===== config.mk =====
export PLATFORM = sky130hd
export DESIGN_NAME = cemd_decoder
export DESIGN_NICKNAME = d
export VERILOG_FILES = /design/src/cemd_pkg.sv /design/src/cemd_decoder.sv
export VERILOG_INCLUDE_DIRS = /design/src
export SDC_FILE = /design/constraint.sdc
export NUM_CORES = 1
export LEC_CHECK = 0
export BUFFER_PORTS_ARGS = -buffer_cell sky130_fd_sc_hd__buf_2
export CORE_MARGIN = 4
export CORE_UTILIZATION = 54
export CTS_CLUSTER_DIAMETER = 150
export DETAILED_ROUTE_END_ITERATION = 12
export GPL_ROUTABILITY_DRIVEN = 0
export PLACE_DENSITY = 0.81
export RECOVER_POWER = 100
export SLEW_MARGIN = 20
export SYNTH_ARGS = -nofsm -noshare
export SYNTH_HDL_FRONTEND = slang
export SYNTH_SLANG_ARGS = --single-unit
export TNS_END_PERCENT = 30

===== constraint.sdc =====
create_clock -name mclk -period 4.6 [get_ports mclk]
set_clock_uncertainty 0.15 [all_clocks]
set_input_delay 0.23 -clock mclk [delete_from_list [all_inputs] [get_ports mclk]]
set_output_delay 0.23 -clock mclk [all_outputs]
set_load 0.02 [all_outputs]

===== src/cemd_map.svh =====
// Byte offsets, field positions and sizes of the calibration map decoder.
`ifndef CEMD_MAP_SVH
`define CEMD_MAP_SVH
`define CEMD_FIRST_BYTE 6'h0C
`define CEMD_LAST_BYTE 6'h2F
`define CEMD_NUM_BYTES 36
`define CEMD_OFS_TC3L 6'h0C
`define CEMD_OFS_TR3L 6'h0D
`define CEMD_OFS_GTC4L 6'h0E
`define CEMD_OFS_OTC4L 6'h0F
`define CEMD_OFS_ORDL 6'h10
`define CEMD_OFS_FIXHI 6'h11
`define CEMD_OFS_TC1HI 6'h12
`define CEMD_OFS_PKA 6'h13
`define CEMD_OFS_PKB 6'h14
`define CEMD_OFS_PKC 6'h15
`define CEMD_OFS_PKD 6'h16
`define CEMD_OFS_PKE 6'h17
`define CEMD_OFS_GAP 6'h18
`define CEMD_OFS_FILT 6'h19
`define CEMD_OFS_SPARE 6'h1A
`define CEMD_OFS_LVL1 6'h1B
`define CEMD_OFS_LVL2 6'h1C
`define CEMD_OFS_LVL3 6'h1D
`define CEMD_OFS_AHOUT 6'h1E
`define CEMD_OFS_SEL 6'h1F
`define CEMD_OFS_TRIMC 6'h20
`define CEMD_OFS_TRIMM 6'h21
`define CEMD_OFS_TRIMH 6'h22
`define CEMD_OFS_BNDA 6'h23
`define CEMD_OFS_BNDB 6'h24
`define CEMD_OFS_AMPG 6'h27
`define CEMD_OFS_FAULTL 6'h28
`define CEMD_OFS_FAULTH 6'h29
`define CEMD_OFS_CSUM 6'h2F
`define CEMD_SUM_TARGET 8'hFF
`define CEMD_HI_NIB 7:4
`define CEMD_LO_NIB 3:0
`define CEMD_SEL_ALARM 7:5
`define CEMD_SEL_STEER 7:6
`endif


===== src/cemd_pkg.sv =====
// Types shared by the calibration map decoder.
package cemd_pkg;
    typedef enum logic [2:0] {
        CEMD_IDLE = 3'b001,
        CEMD_LOAD = 3'b010,
        CEMD_RUN = 3'b100
    } cemd_state_e;

    typedef struct packed {
        logic [9:0] fixedGain;
        logic [9:0] fixedOffset;
        logic [11:0] gainTempcoOne;
        logic [11:0] offsetTempcoOne;
        logic [7:0] tc3OrPoint2Low;
        logic [7:0] tr3OrCoef2Low;
        logic [7:0] gtc4OrPoint1Low;
        logic [7:0] otc4OrCoef1Low;
        logic [7:0] packedA;
        logic [7:0] packedB;
        logic [7:0] packedC;
        logic [7:0] packedD;
        logic [3:0] packedEHigh;
        logic [9:0] outputOrdinate;
        logic [3:0] lastPressurePoint;
        logic [3:0] lastTempPoint;
        logic [3:0] tempFilterCoef;
        logic [9:0] faultValue;
        logic [7:0] ampGain;
    } cemd_coef_s;

    typedef struct packed {
        logic levelFlagLow;
        logic levelFlagHigh;
        logic alarmLow;
        logic alarmHigh;
        logic [7:0] digitalOutputValue;
        logic digitalOverride;
    } cemd_flag_s;

    typedef struct packed {
        cemd_state_e state;
        logic [5:0] loadAddr;
        logic [7:0] sum;
        logic [7:0] lvl1;
        logic [7:0] lvl2;
        logic [7:0] lvl3;
        logic [7:0] alarmHighOut;
        logic [7:0] selByte;
        logic [7:0] trimCold;
        logic [7:0] trimMid;
        logic [7:0] trimHot;
        logic [7:0] boundA;
        logic [7:0] boundB;
        logic [7:0] oscTrim;
        logic checksumFail;
        logic loaded;
        cemd_coef_s coef;
        cemd_flag_s flag;
    } cemd_st_s;
endpackage : cemd_pkg

===== src/cemd_decoder.sv =====
// Calibration map store and decoder for map bytes 12 to 47.
`include "cemd_map.svh"

// Function
// - Wide coefficients join a low byte with a nibble or two bits of a shared packed byte.
// - Byte 17 upper nibble gives gain top bits, lower gives offset top bits.
// - Byte 18 upper nibble gives gain tempco bits 11:8, lower offset tempco.
// - Bytes 12-15 and 19-23 nibbles mean tempco or pressure data by layout.
// - Output ordinate is byte 16 plus two bits from byte 23 lower nibble.
// - Gap counts for the piecewise compensation come from byte 24.
// - Byte 25 low nibble is the filter coefficient; writer keeps top bits zero.
// - Alarm mode: input below byte 27 raises low alarm, output byte 28.
// - Alarm mode: input above byte 29 raises high alarm, output byte 30.
// - Steering mode: bytes 27-29 are ascending levels stepping flags 00 to 11.
// - Alarm mode: three bits of byte 31 select one of six inputs.
// - Steering mode: two bits of byte 31 select one of four inputs.
// - Byte 31 selection decodes by mode; its five low bits are ignored.
// - Alarm stays inactive when current and voltage mode selects are both set.
// - Oscillator trim comes from byte 32, 33 or 34 for cold, mid, hot.
// - Trim range uses the top eight temperature bits against bytes 35 and 36.
// - Byte 39 configures the temperature amplifier for the trim reading.
// - A failed checksum forces the output to the fault value of bytes 40-41.
// - Bytes 26, 37-38 and 42-46 only enter the checksum sum.
// - Gap byte upper nibble is last pressure point, lower last temperature.
// - With alarm and steering both set, steering runs and alarm is off.
// - Alarm input selection is the top three bits of byte 31.
// - With checksum test enabled, the sum is checked at each reset load.
module cemd_decoder (
    input wire logic mclk,
    input wire logic rst_b,
    input wire logic wrEn,
    input wire logic [5:0] wrAddr,
    input wire logic [7:0] wrData,
    input wire logic [5:0] rdAddr,
    output logic [7:0] rdData,
    input wire logic [7:0] baseSum,
    input wire logic checksumEnable,
    input wire logic alarmModeSel,
    input wire logic levelSteerSel,
    input wire logic voltageModeSel,
    input wire logic currentModeSel,
    input wire logic pressureLayout,
    input wire logic [7:0] tempPathSig,
    input wire logic [7:0] inputAmpSig,
    input wire logic [7:0] gainStageSig,
    input wire logic [7:0] voltageOutSig,
    input wire logic [9:0] internalTemp,
    output logic [7:0] oscTrim,
    output logic [7:0] tempAmpSetting,
    output logic loaded,
    output logic checksumFail,
    output logic [9:0] faultOutput,
    output cemd_pkg::cemd_coef_s coef,
    output cemd_pkg::cemd_flag_s flags,
    output logic [3:0] layoutTempco
);

    // ========================================================
    // Nonvolatile byte array, written by the host link.
    logic [7:0] mem [0:`CEMD_NUM_BYTES-1];
    logic [5:0] wrIdx;
    logic [5:0] rdIdx;
    logic wrHit;

    always_comb begin
        wrIdx = wrAddr - `CEMD_FIRST_BYTE;
        rdIdx = rdAddr - `CEMD_FIRST_BYTE;
        wrHit = wrEn && wrAddr >= `CEMD_FIRST_BYTE &&
            wrAddr <= `CEMD_LAST_BYTE;
    end

    always_ff @(posedge mclk) begin
        if (wrHit) begin
            mem[wrIdx] <= wrData;
        end
    end

    always_ff @(posedge mclk or negedge rst_b) begin
        if (!rst_b) begin
            rdData <= 8'h00;
        end else if (rdAddr >= `CEMD_FIRST_BYTE &&
            rdAddr <= `CEMD_LAST_BYTE) begin
            rdData <= mem[rdIdx];
        end else begin
            rdData <= 8'h00;
        end
    end

    function automatic logic [7:0] pick4(input logic [1:0] s,
        input logic [7:0] a, input logic [7:0] b,
        input logic [7:0] c, input logic [7:0] d);
        case (s)
            2'h0: pick4 = a;
            2'h1: pick4 = b;
            2'h2: pick4 = c;
            default: pick4 = d;
        endcase
    endfunction : pick4

    // ========================================================
    // Load sequencer and decoding.
    cemd_pkg::cemd_st_s st;
    cemd_pkg::cemd_st_s next_st;
    logic [7:0] ld;
    logic [5:0] ldIdx;
    logic alarmActive;
    logic steerActive;
    logic [7:0] alarmIn;
    logic [7:0] steerIn;

    always_comb begin
        ldIdx = st.loadAddr - `CEMD_FIRST_BYTE;
        ld = mem[ldIdx];
    end

    always_comb begin
        steerActive = levelSteerSel;
        alarmActive = alarmModeSel && !levelSteerSel &&
            !(voltageModeSel && currentModeSel);
        // Low nibble of the control byte never reaches either selector.
        case (st.selByte[`CEMD_SEL_ALARM])
            3'h0: alarmIn = tempPathSig;
            3'h1: alarmIn = inputAmpSig;
            3'h2: alarmIn = gainStageSig;
            3'h3: alarmIn = voltageOutSig;
            3'h4: alarmIn = {7'h00, st.flag.levelFlagLow};
            default: alarmIn = {7'h00, st.flag.levelFlagHigh};
        endcase
        steerIn = pick4(st.selByte[`CEMD_SEL_STEER], tempPathSig,
            inputAmpSig, gainStageSig, voltageOutSig);
    end

    always_comb begin
        next_st = st;
        case (st.state)
            cemd_pkg::CEMD_IDLE: begin
                next_st.state = cemd_pkg::CEMD_LOAD;
                next_st.loadAddr = `CEMD_FIRST_BYTE;
                next_st.sum = baseSum;
            end
            cemd_pkg::CEMD_LOAD: begin
                next_st.sum = st.sum + ld;
                if (st.loadAddr == `CEMD_OFS_TC3L) begin
                    next_st.coef.tc3OrPoint2Low = ld;
                end else if (st.loadAddr == `CEMD_OFS_TR3L) begin
                    next_st.coef.tr3OrCoef2Low = ld;
                end else if (st.loadAddr == `CEMD_OFS_GTC4L) begin
                    next_st.coef.gtc4OrPoint1Low = ld;
                end else if (st.loadAddr == `CEMD_OFS_OTC4L) begin
                    next_st.coef.otc4OrCoef1Low = ld;
                end else if (st.loadAddr == `CEMD_OFS_ORDL) begin
                    next_st.coef.outputOrdinate[7:0] = ld;
                end else if (st.loadAddr == `CEMD_OFS_FIXHI) begin
                    next_st.coef.fixedGain[9:8] = ld[5:4];
                    next_st.coef.fixedOffset[9:8] = ld[1:0];
                end else if (st.loadAddr == `CEMD_OFS_TC1HI) begin
                    next_st.coef.gainTempcoOne[11:8] =
                        ld[`CEMD_HI_NIB];
                    next_st.coef.offsetTempcoOne[11:8] =
                        ld[`CEMD_LO_NIB];
                end else if (st.loadAddr == `CEMD_OFS_PKA) begin
                    next_st.coef.packedA = ld;
                end else if (st.loadAddr == `CEMD_OFS_PKB) begin
                    next_st.coef.packedB = ld;
                end else if (st.loadAddr == `CEMD_OFS_PKC) begin
                    next_st.coef.packedC = ld;
                end else if (st.loadAddr == `CEMD_OFS_PKD) begin
                    next_st.coef.packedD = ld;
                end else if (st.loadAddr == `CEMD_OFS_PKE) begin
                    next_st.coef.packedEHigh = ld[`CEMD_HI_NIB];
                    next_st.coef.outputOrdinate[9:8] = ld[1:0];
                end else if (st.loadAddr == `CEMD_OFS_GAP) begin
                    next_st.coef.lastPressurePoint =
                        ld[`CEMD_HI_NIB];
                    next_st.coef.lastTempPoint = ld[`CEMD_LO_NIB];
                end else if (st.loadAddr == `CEMD_OFS_FILT) begin
                    next_st.coef.tempFilterCoef = ld[`CEMD_LO_NIB];
                end else if (st.loadAddr == `CEMD_OFS_LVL1) begin
                    next_st.lvl1 = ld;
                end else if (st.loadAddr == `CEMD_OFS_LVL2) begin
                    next_st.lvl2 = ld;
                end else if (st.loadAddr == `CEMD_OFS_LVL3) begin
                    next_st.lvl3 = ld;
                end else if (st.loadAddr == `CEMD_OFS_AHOUT) begin
                    next_st.alarmHighOut = ld;
                end else if (st.loadAddr == `CEMD_OFS_SEL) begin
                    next_st.selByte = ld;
                end else if (st.loadAddr == `CEMD_OFS_TRIMC) begin
                    next_st.trimCold = ld;
                end else if (st.loadAddr == `CEMD_OFS_TRIMM) begin
                    next_st.trimMid = ld;
                end else if (st.loadAddr == `CEMD_OFS_TRIMH) begin
                    next_st.trimHot = ld;
                end else if (st.loadAddr == `CEMD_OFS_BNDA) begin
                    next_st.boundA = ld;
                end else if (st.loadAddr == `CEMD_OFS_BNDB) begin
                    next_st.boundB = ld;
                end else if (st.loadAddr == `CEMD_OFS_AMPG) begin
                    next_st.coef.ampGain = ld;
                end else if (st.loadAddr == `CEMD_OFS_FAULTL) begin
                    next_st.coef.faultValue[7:0] = ld;
                end else if (st.loadAddr == `CEMD_OFS_FAULTH) begin
                    next_st.coef.faultValue[9:8] = ld[1:0];
                end
                // Spare and user bytes only enter the sum.
                if (st.loadAddr == `CEMD_LAST_BYTE) begin
                    next_st.state = cemd_pkg::CEMD_RUN;
                    next_st.loaded = 1'b1;
                    next_st.checksumFail = checksumEnable &&
                        (st.sum + ld) != `CEMD_SUM_TARGET;
                end else begin
                    next_st.loadAddr = st.loadAddr + 6'h01;
                end
            end
            default: begin
                next_st.state = cemd_pkg::CEMD_RUN;
            end
        endcase

        // Range selection uses the top eight temperature bits.
        if (internalTemp[9:2] < st.boundA) begin
            next_st.oscTrim = st.trimCold;
        end else if (internalTemp[9:2] < st.boundB) begin
            next_st.oscTrim = st.trimMid;
        end else begin
            next_st.oscTrim = st.trimHot;
        end

        next_st.flag.alarmLow = alarmActive && st.loaded &&
            alarmIn < st.lvl1;
        next_st.flag.alarmHigh = alarmActive && st.loaded &&
            alarmIn > st.lvl3;
        if (next_st.flag.alarmLow) begin
            next_st.flag.digitalOutputValue = st.lvl2;
        end else if (next_st.flag.alarmHigh) begin
            next_st.flag.digitalOutputValue = st.alarmHighOut;
        end else begin
            next_st.flag.digitalOutputValue = 8'h00;
        end
        next_st.flag.digitalOverride = next_st.flag.alarmLow ||
            next_st.flag.alarmHigh;
        if (steerActive && st.loaded) begin
            {next_st.flag.levelFlagHigh, next_st.flag.levelFlagLow} =
                steerIn > st.lvl3 ? 2'h3 :
                steerIn > st.lvl2 ? 2'h2 :
                steerIn > st.lvl1 ? 2'h1 : 2'h0;
        end else begin
            next_st.flag.levelFlagHigh = 1'b0;
            next_st.flag.levelFlagLow = 1'b0;
        end
    end

    always_ff @(posedge mclk or negedge rst_b) begin
        if (!rst_b) begin
            st <= '0;
            st.state <= cemd_pkg::CEMD_IDLE;
        end else begin
            st <= next_st;
        end
    end

    always_comb begin
        oscTrim = st.oscTrim;
        tempAmpSetting = st.coef.ampGain;
        loaded = st.loaded;
        checksumFail = st.checksumFail;
        faultOutput = st.checksumFail ? st.coef.faultValue : 10'h000;
        coef = st.coef;
        flags = st.flag;
        layoutTempco = pressureLayout ? 4'h0 : 4'hF;
    end
endmodule : cemd_decoder


==> results.py, run 1 <==
metrics = {
    "timing": {
        "fmax_mhz": 230,
        "fin_setup_tns_ps": 0,
        "tightest_slew_ps": 2500,
        "hold_slack_ps": 58.0,
        "setup_violations": 0,
        "layout_min_cycle_time_ps": 4350,
        "hold_viol_final": 0,
        "slew_viol_final": 230,
        "finalCritPeriodShare": 0.946,
        "max_slew_margin": -0.668,
    },
    "route": {
        "routed_wl_um": 68100,
        "firstDrtPassIters": 6,
        "postRouteAntennaNets": 0,
        "drc": 0,
        "initialDrtViolationCount": 1888,
        "vias_per_cell": 6.23,
        "num_vias": 16600,
        "routedWlPerCell_um": 25.6,
    },
    "worst_hold_path": {
        "hold_class": "input pin to flip-flop",
    },
    "clock_network": {
        "cts_tree": "done",
        "clkSinkCount": 531,
        "clk_pin_slew_ps": 60,
        "cts_buffers": 53,
        "cts_max_path_buffers": 3,
        "clk_latency_ps": 620,
        "cts-root-buf": "clkbuf_16",
        "htree_levels": 2,
    },
    "global_route": {
        "grt_usage": 0.256,
        "grt_pass1_wl_um": 103000,
        "overflow": 0,
        "grt_pass1_vias": 17000,
        "antenna_found_initial": 0,
        "grt_max_degree": 155,
    },
    "critical_path": {
        "cp_top_family": "multiplexers",
        "criticalPathCategory": "flip-flop to flip-flop",
        "cp-start-kind": "flip-flop",
        "critical_path_required_ps": 4920,
        "critPathMostFrequentCell": "mux4_2",
        "cp_slowest_cell": "mux4_2",
        "critPathBufInv": 2,
        "path_cells": "buf_12 -> mux4_2 -> mux4_2 -> mux2i_1 -> nand2_1 -> o21ai_2 -> inv_1 -> ha_1 -> a211oi_1 -> nor3b_1 -> o21a_1 -> o41ai_2 -> xor2_1 -> xnor2_1 -> a21oi_1",
        "cp_slowest_stage_delay_ps": 520,
        "end_kind": "flip-flop",
        "path_max_fanout": 8,
        "cp_data_arrival_time_ps": 4670,
    },
    "layout": {
        "insertedDiodeCount": 0,
        "drive_gt1_frac": 0.228,
        "seq_area_sq_mm": 0.0147,
        "layout_commonest_cell": "edfxtp_1",
        "final_cell_mix": "edfxtp_1 (288), dfrtp_1 (240), nand2_1 (203), clkbuf_1 (192), mux4_2 (191)",
        "fillers": 3570,
        "final_util": 0.601,
        "layout.nets": 2152,
        "syn2layout_area_growth_pct": 9.33,
        "multi_input_area_sq_mm": 0.00975,
        "layoutNonFillerInstCount": 2664,
    },
    "yosys": {
        "ys_ff_latch": 531,
        "async_flop_share": 0.458,
        "ys.flop_type": "edfxtp_1",
        "seq_area_frac_synth": 0.559,
        "synthesis.area_sq_mm": 0.0264,
        "syn_inst": 1899,
        "ys_types": 65,
        "ys_warn_count": 0,
        "synth_edf_count": 288,
        "syn_area_per_cell_sq_um": 13.9,
    },
    "floorplan": {
        "fp.dieArea_sq_mm": 0.0524,
        "die_x_um": 229,
        "initial_core_util": 0.550,
        "dieHeight_um": 229,
        "ios": 284,
        "core.rowCount": 80,
        "coreArea_sq_mm": 0.0479,
    },
    "run_status": {
        "outcome": "finished with violations",
        "violations": "max-capacitance violations, max-slew violations",
    },
    "power_and_ir_drop": {
        "p_leak_nw": 11.0,
        "power_density_mw_per_mm2": 377,
        "ir_worst_vdd_mv": 0.359,
    },
    "run": {
        "cap_violations": 6,
    },
    "placement": {
        "port-buffer-count": 249,
        "dp_hpwl_um": 46100,
        "dp_cells": 2543,
    },
}
-- kinds of logic (layout without fill, tap and decap cells) --
logic type / Yosys count / in the layout / share of synthesized area
and+or+nand+nor: 403 / 403 / 0.0692
buffers and inverters: 342 / 460 / 0.0780
muxes: 278 / 278 / 0.199
AOI/OAI and AO/OA: 260 / 260 / 0.0568
other: 1 / 33 / 0.000142
xor gates and xnor gates: 15 / 15 / 0.00527
adders and majority gates: 69 / 69 / 0.0330
DFF: 531 / 531 / 0.559
-- power by group --
group	total (mW)	internal (mW)	leakage (nW)	switching, mW
Combinational	1.21	0.462	4.18	0.744
Clock	4.56	2.68	0.900	1.88
Sequential	5.10	5.07	5.93	0.0287
-- worst paths after layout --
kind / start / endpoint / slack, ps / depth (start not counted)
hold reg to reg: st[212] / st[212] / 320 / 2
min in group asynchronous: rst_b / coef[10] / 780 / 2
setup / recovery: st[263] / st[262] / 250 / 15
hold / removal: rdAddr[5] / rdData[4] / 60 / 5
max in group asynchronous: rst_b / st[264] / 1790 / 2
setup reg to reg: st[263] / st[262] / 250 / 15
-- cell usage after synthesis (7+ instances only) --
cell type	number	area [sq um]
nand2b_1	12	75.1
o21ai_0	168	841
nand4_1	9	56.3
mux4_2	191	4300
ha_1	68	851
nor3_1	7	35.0
inv_1	53	199
buf_1	13	48.8
edfxtp_1	288	8650
clkbuf_1	60	225
xnor2_1	8	70.1
buf_2	17	85.1
a211oi_1	12	90.1
a31o_2	8	70.1
nand2_1	203	762
mux2_2	50	563
o21a_1	8	60.1
mux2i_1	37	370
buf_4	188	1410
dfrtp_1	242	6060
nor2b_1	19	119
a21oi_1	24	120
and2_1	21	131
a21o_1	8	60.1
and3_1	7	43.8
nor2_1	81	304
nand3_1	18	90.1
-- through the flow --
| step | cell area, sq um | total power, mW | worst slack, ps |
|---|---|---|---|
| final | 28800 | 10.9 | 251 |
| after global routing | 28800 | 11.2 | -2.70 |
| after CTS | 29000 | 10.9 | 54.8 |
| after detailed placement | 27000 | 6.36 | 94.5 |
| after global placement | 27000 | 6.32 | 218 |
| after floorplan | 26500 | 5.94 | 76.4 |
-- worst reg2reg max path: cells and delay by family (launching register included) --
family | cells | cell delay (ps)
adders and majority gates | 1 | 300
AOI/OAI and AO/OA | 5 | 970
xor gates and xnor gates | 2 | 370
DFF | 1 | 510
buffers and inverters | 2 | 280
muxes | 3 | 1360
and+or+nand+nor | 2 | 260
-- flip-flops by register name (all words and copies together), names as in the netlist --
name            count
tempAmpSetting      8
mem               288
loaded              1
coef              112
flags              13
oscTrim             8
checksumFail        1
rdData              8
st                 92
-- routing by layer --
layer	vias up	track usage	wire length, um	share of wire
li1	7052	-	-	-
met3	183	0.0461	6360	0.093
met4	0	0.108	2940	0.043
met2	1053	0.438	34600	0.51
met1	8301	0.322	24300	0.36
met5	-	0	0	0
-- final cells by class --
class	count	area share
repair buffers	302	0.0523
flip-flops and latches	531	0.511
well taps	615	0.0267
clock buffers	71	0.0505
inverters	58	0.00756
clock inverters	29	0.0132
multi-input cells	1058	0.338
-- what timing repair did --
item	CTS	global route
resized for setup	0	2
endpoints found under the setup margin	0	2
hold buffers	16	0
buffers inserted	0	5
endpoints found under the hold margin	236	0
(Power assumes the default switching activity.)
==> run 2, diff against run 1 <==
--- a/config.mk
+++ b/config.mk
@@ -8,11 +8,13 @@
 export LEC_CHECK = 0
 export BUFFER_PORTS_ARGS = -buffer_cell sky130_fd_sc_hd__buf_2
 export CORE_MARGIN = 4
-export CORE_UTILIZATION = 54
+export CORE_UTILIZATION = 55
+export CTS_BUF_LIST = sky130_fd_sc_hd__clkbuf_8
 export CTS_CLUSTER_DIAMETER = 150
 export DETAILED_ROUTE_END_ITERATION = 12
 export GPL_ROUTABILITY_DRIVEN = 0
-export PLACE_DENSITY = 0.81
+export HOLD_SLACK_MARGIN = 0.06
+export PLACE_DENSITY = 0.78
 export RECOVER_POWER = 100
 export SLEW_MARGIN = 20
 export SYNTH_ARGS = -nofsm -noshare
==> run 2 against run 1 <==
Against the previous run: hold slack improved by 100 ps; core utilization increased by 1.0 points; maximum frequency decreased by 0.28%; the run still ends with max-capacitance violations, max-slew violations left; critical path depth unchanged; register-to-register slack about the same; sequential cell count unchanged; critical path type unchanged; via count decreased by 0.20%; setup slack got worse by 12 ps; global-route usage increased by 0.21 points.
==> results.py, run 2 (synthesis results as in run 1) <==
metrics = {
    "run_status": {
        "outcome": "finished with violations",
        "violations": "max-capacitance violations, max-slew violations",
    },
    "critical_path": {
        "path_max_fanout": 19,
        "cp_data_arrival_time_ps": 4770,
        "crit_start": "st[263]",
        "r2r_slack_ps": 240,
        "rr_startpoint": "st[263]",
        "end_kind": "flip-flop",
        "criticalPathCategory": "flip-flop to flip-flop",
        "critical_path_required_ps": 5010,
        "reg2regPathDepth": 15,
        "cp-start-kind": "flip-flop",
    },
    "placement": {
        "dp_hpwl_um": 45900,
        "placed_area_sq_mm": 0.0270,
        "dpl_worst_slack_ps": 272,
        "port-buffer-count": 249,
    },
    "layout": {
        "layout_commonest_cell": "edfxtp_1",
        "insertedDiodeCount": 0,
        "largest_reg_flops": 288,
        "final_util": 0.611,
        "syn2layout_area_growth_pct": 8.88,
        "fin_area_sq_mm": 0.0287,
        "drive_gt1_frac": 0.227,
        "layout.nets": 2193,
        "regMostFlops": "mem",
        "final_cell_mix": "edfxtp_1 (288), dfrtp_1 (241), nand2_1 (203), mux4_2 (191), clkbuf_1 (188)",
    },
    "floorplan": {
        "coreArea_sq_mm": 0.0470,
        "fp.dieArea_sq_mm": 0.0515,
        "initial_core_util": 0.561,
        "dieHeight_um": 227,
        "die_x_um": 227,
        "core.rowCount": 79,
        "ios": 284,
    },
    "worst_hold_path": {
        "min_from": "internalTemp[7]",
        "hold_class": "input pin to flip-flop",
        "min_path_cells": 4,
    },
    "power_and_ir_drop": {
        "ir_worst_vdd_mv": 0.249,
        "power_density_mw_per_mm2": 357,
        "p_leak_nw": 11.1,
    },
    "route": {
        "routed_wl_um": 66700,
        "postRouteAntennaNets": 0,
        "initialDrtViolationCount": 1743,
        "num_vias": 16600,
        "firstDrtPassIters": 8,
        "routedWlPerCell_um": 24.5,
        "vias_per_cell": 6.08,
        "drc": 0,
    },
    "timing": {
        "fmax_mhz": 229,
        "fin_setup_tns_ps": 0,
        "hold_viol_final": 0,
        "max_slew_margin": -1.09,
        "finalCritPeriodShare": 0.948,
        "tightest_slew_ps": 3130,
        "finalWorstSetupSlack_ps": 238,
        "slew_viol_final": 329,
        "setup_violations": 0,
        "rsz0062_at_grt": "no",
        "layout_min_cycle_time_ps": 4360,
        "hold_slack_ps": 160,
    },
    "global_route": {
        "overflow": 0,
        "grt_max_degree": 131,
        "grt_pass1_vias": 16700,
        "grt_usage": 0.258,
        "antenna_found_initial": 2,
        "grt_pass1_wl_um": 99800,
    },
    "clock_network": {
        "cts-root-buf": "clkbuf_8",
        "htree_levels": 3,
        "clk_pin_slew_ps": 60,
        "clkSinkCount": 531,
        "cts_tree": "done",
        "clk_latency_ps": 680,
        "cts_max_path_buffers": 3,
        "cts_buffers": 85,
    },
    "run": {
        "cap_violations": 8,
    },
}
==> run 2: changes by cell type in the layout (fill, tap and decap cells not counted), sizes merged <==
cell         change
clkinv           +7
inv             +31
buf             -11
bufinv           -5
clkbuf          +35
dlygate4sd3      +9
==> run 2: timing repair <==
action / CTS / global route
gates resized for setup: 0 / 1
hold buffers: 25 / 0
buffers inserted: 0 / 2
hold endpoints to repair: 436 / 0
endpoints found under the setup margin: 0 / 2
==> run 2: report_power, final <==
group | switching, mW | leakage, nW | internal [mW]
clock | 1.89 | 0.960 | 2.08
sequential | 0.0278 | 5.94 | 5.07
combinational | 0.728 | 4.16 | 0.463
total | 2.64 | 11.1 | 7.61
==> run 2: area by class of cell <==
| class | count | area [sq um] |
|---|---|---|
| Clock inverter | 62 | 359 |
| Timing Repair Buffer | 311 | 1600 |
| Fill cell | 3581 | 18300 |
| Clock buffer | 95 | 1310 |
| Sequential cell | 531 | 14700 |
| Tap cell | 607 | 759 |
| Inverter | 58 | 218 |
| Multi-Input combinational cell | 1058 | 9720 |
==> run 2: layer usage <==
layer,vias up,global-route usage,wire length [um]
met5,-,0,13
met4,2,0.100,2720
met3,189,0.0541,5810
met2,915,0.428,33100
met1,8320,0.338,25100
li1,7130,-,-
==> run 2: worst max-delay path, stage by stage (launching register included) <==
cell and delay [ps]:
dfrtp_1 570, buf_12 260, mux4_2 570, mux4_2 490, mux2i_1 330, nand2_1 150
o21ai_0 140, inv_1 150, ha_1 330, o21ai_0 120, a21oi_1 270, o21a_1 160
nor2_1 50, xnor2_1 190, nand3_1 120, o21a_1 180
==> run 2: worst paths after layout <==
check,endpoint
max in group asynchronous,oscTrim[4]
max reg2reg,checksumFail
min,oscTrim[0]
min reg2reg,st[212]
max,checksumFail
min in group asynchronous,coef[10]
==> run 2: per-stage QoR <==
stage	total power [mW]	instances
floorplan	5.94	1931
global placement	6.33	2538
detailed placement	6.37	2538
CTS	10.3	2720
global route	10.6	2722
finish	10.3	2722
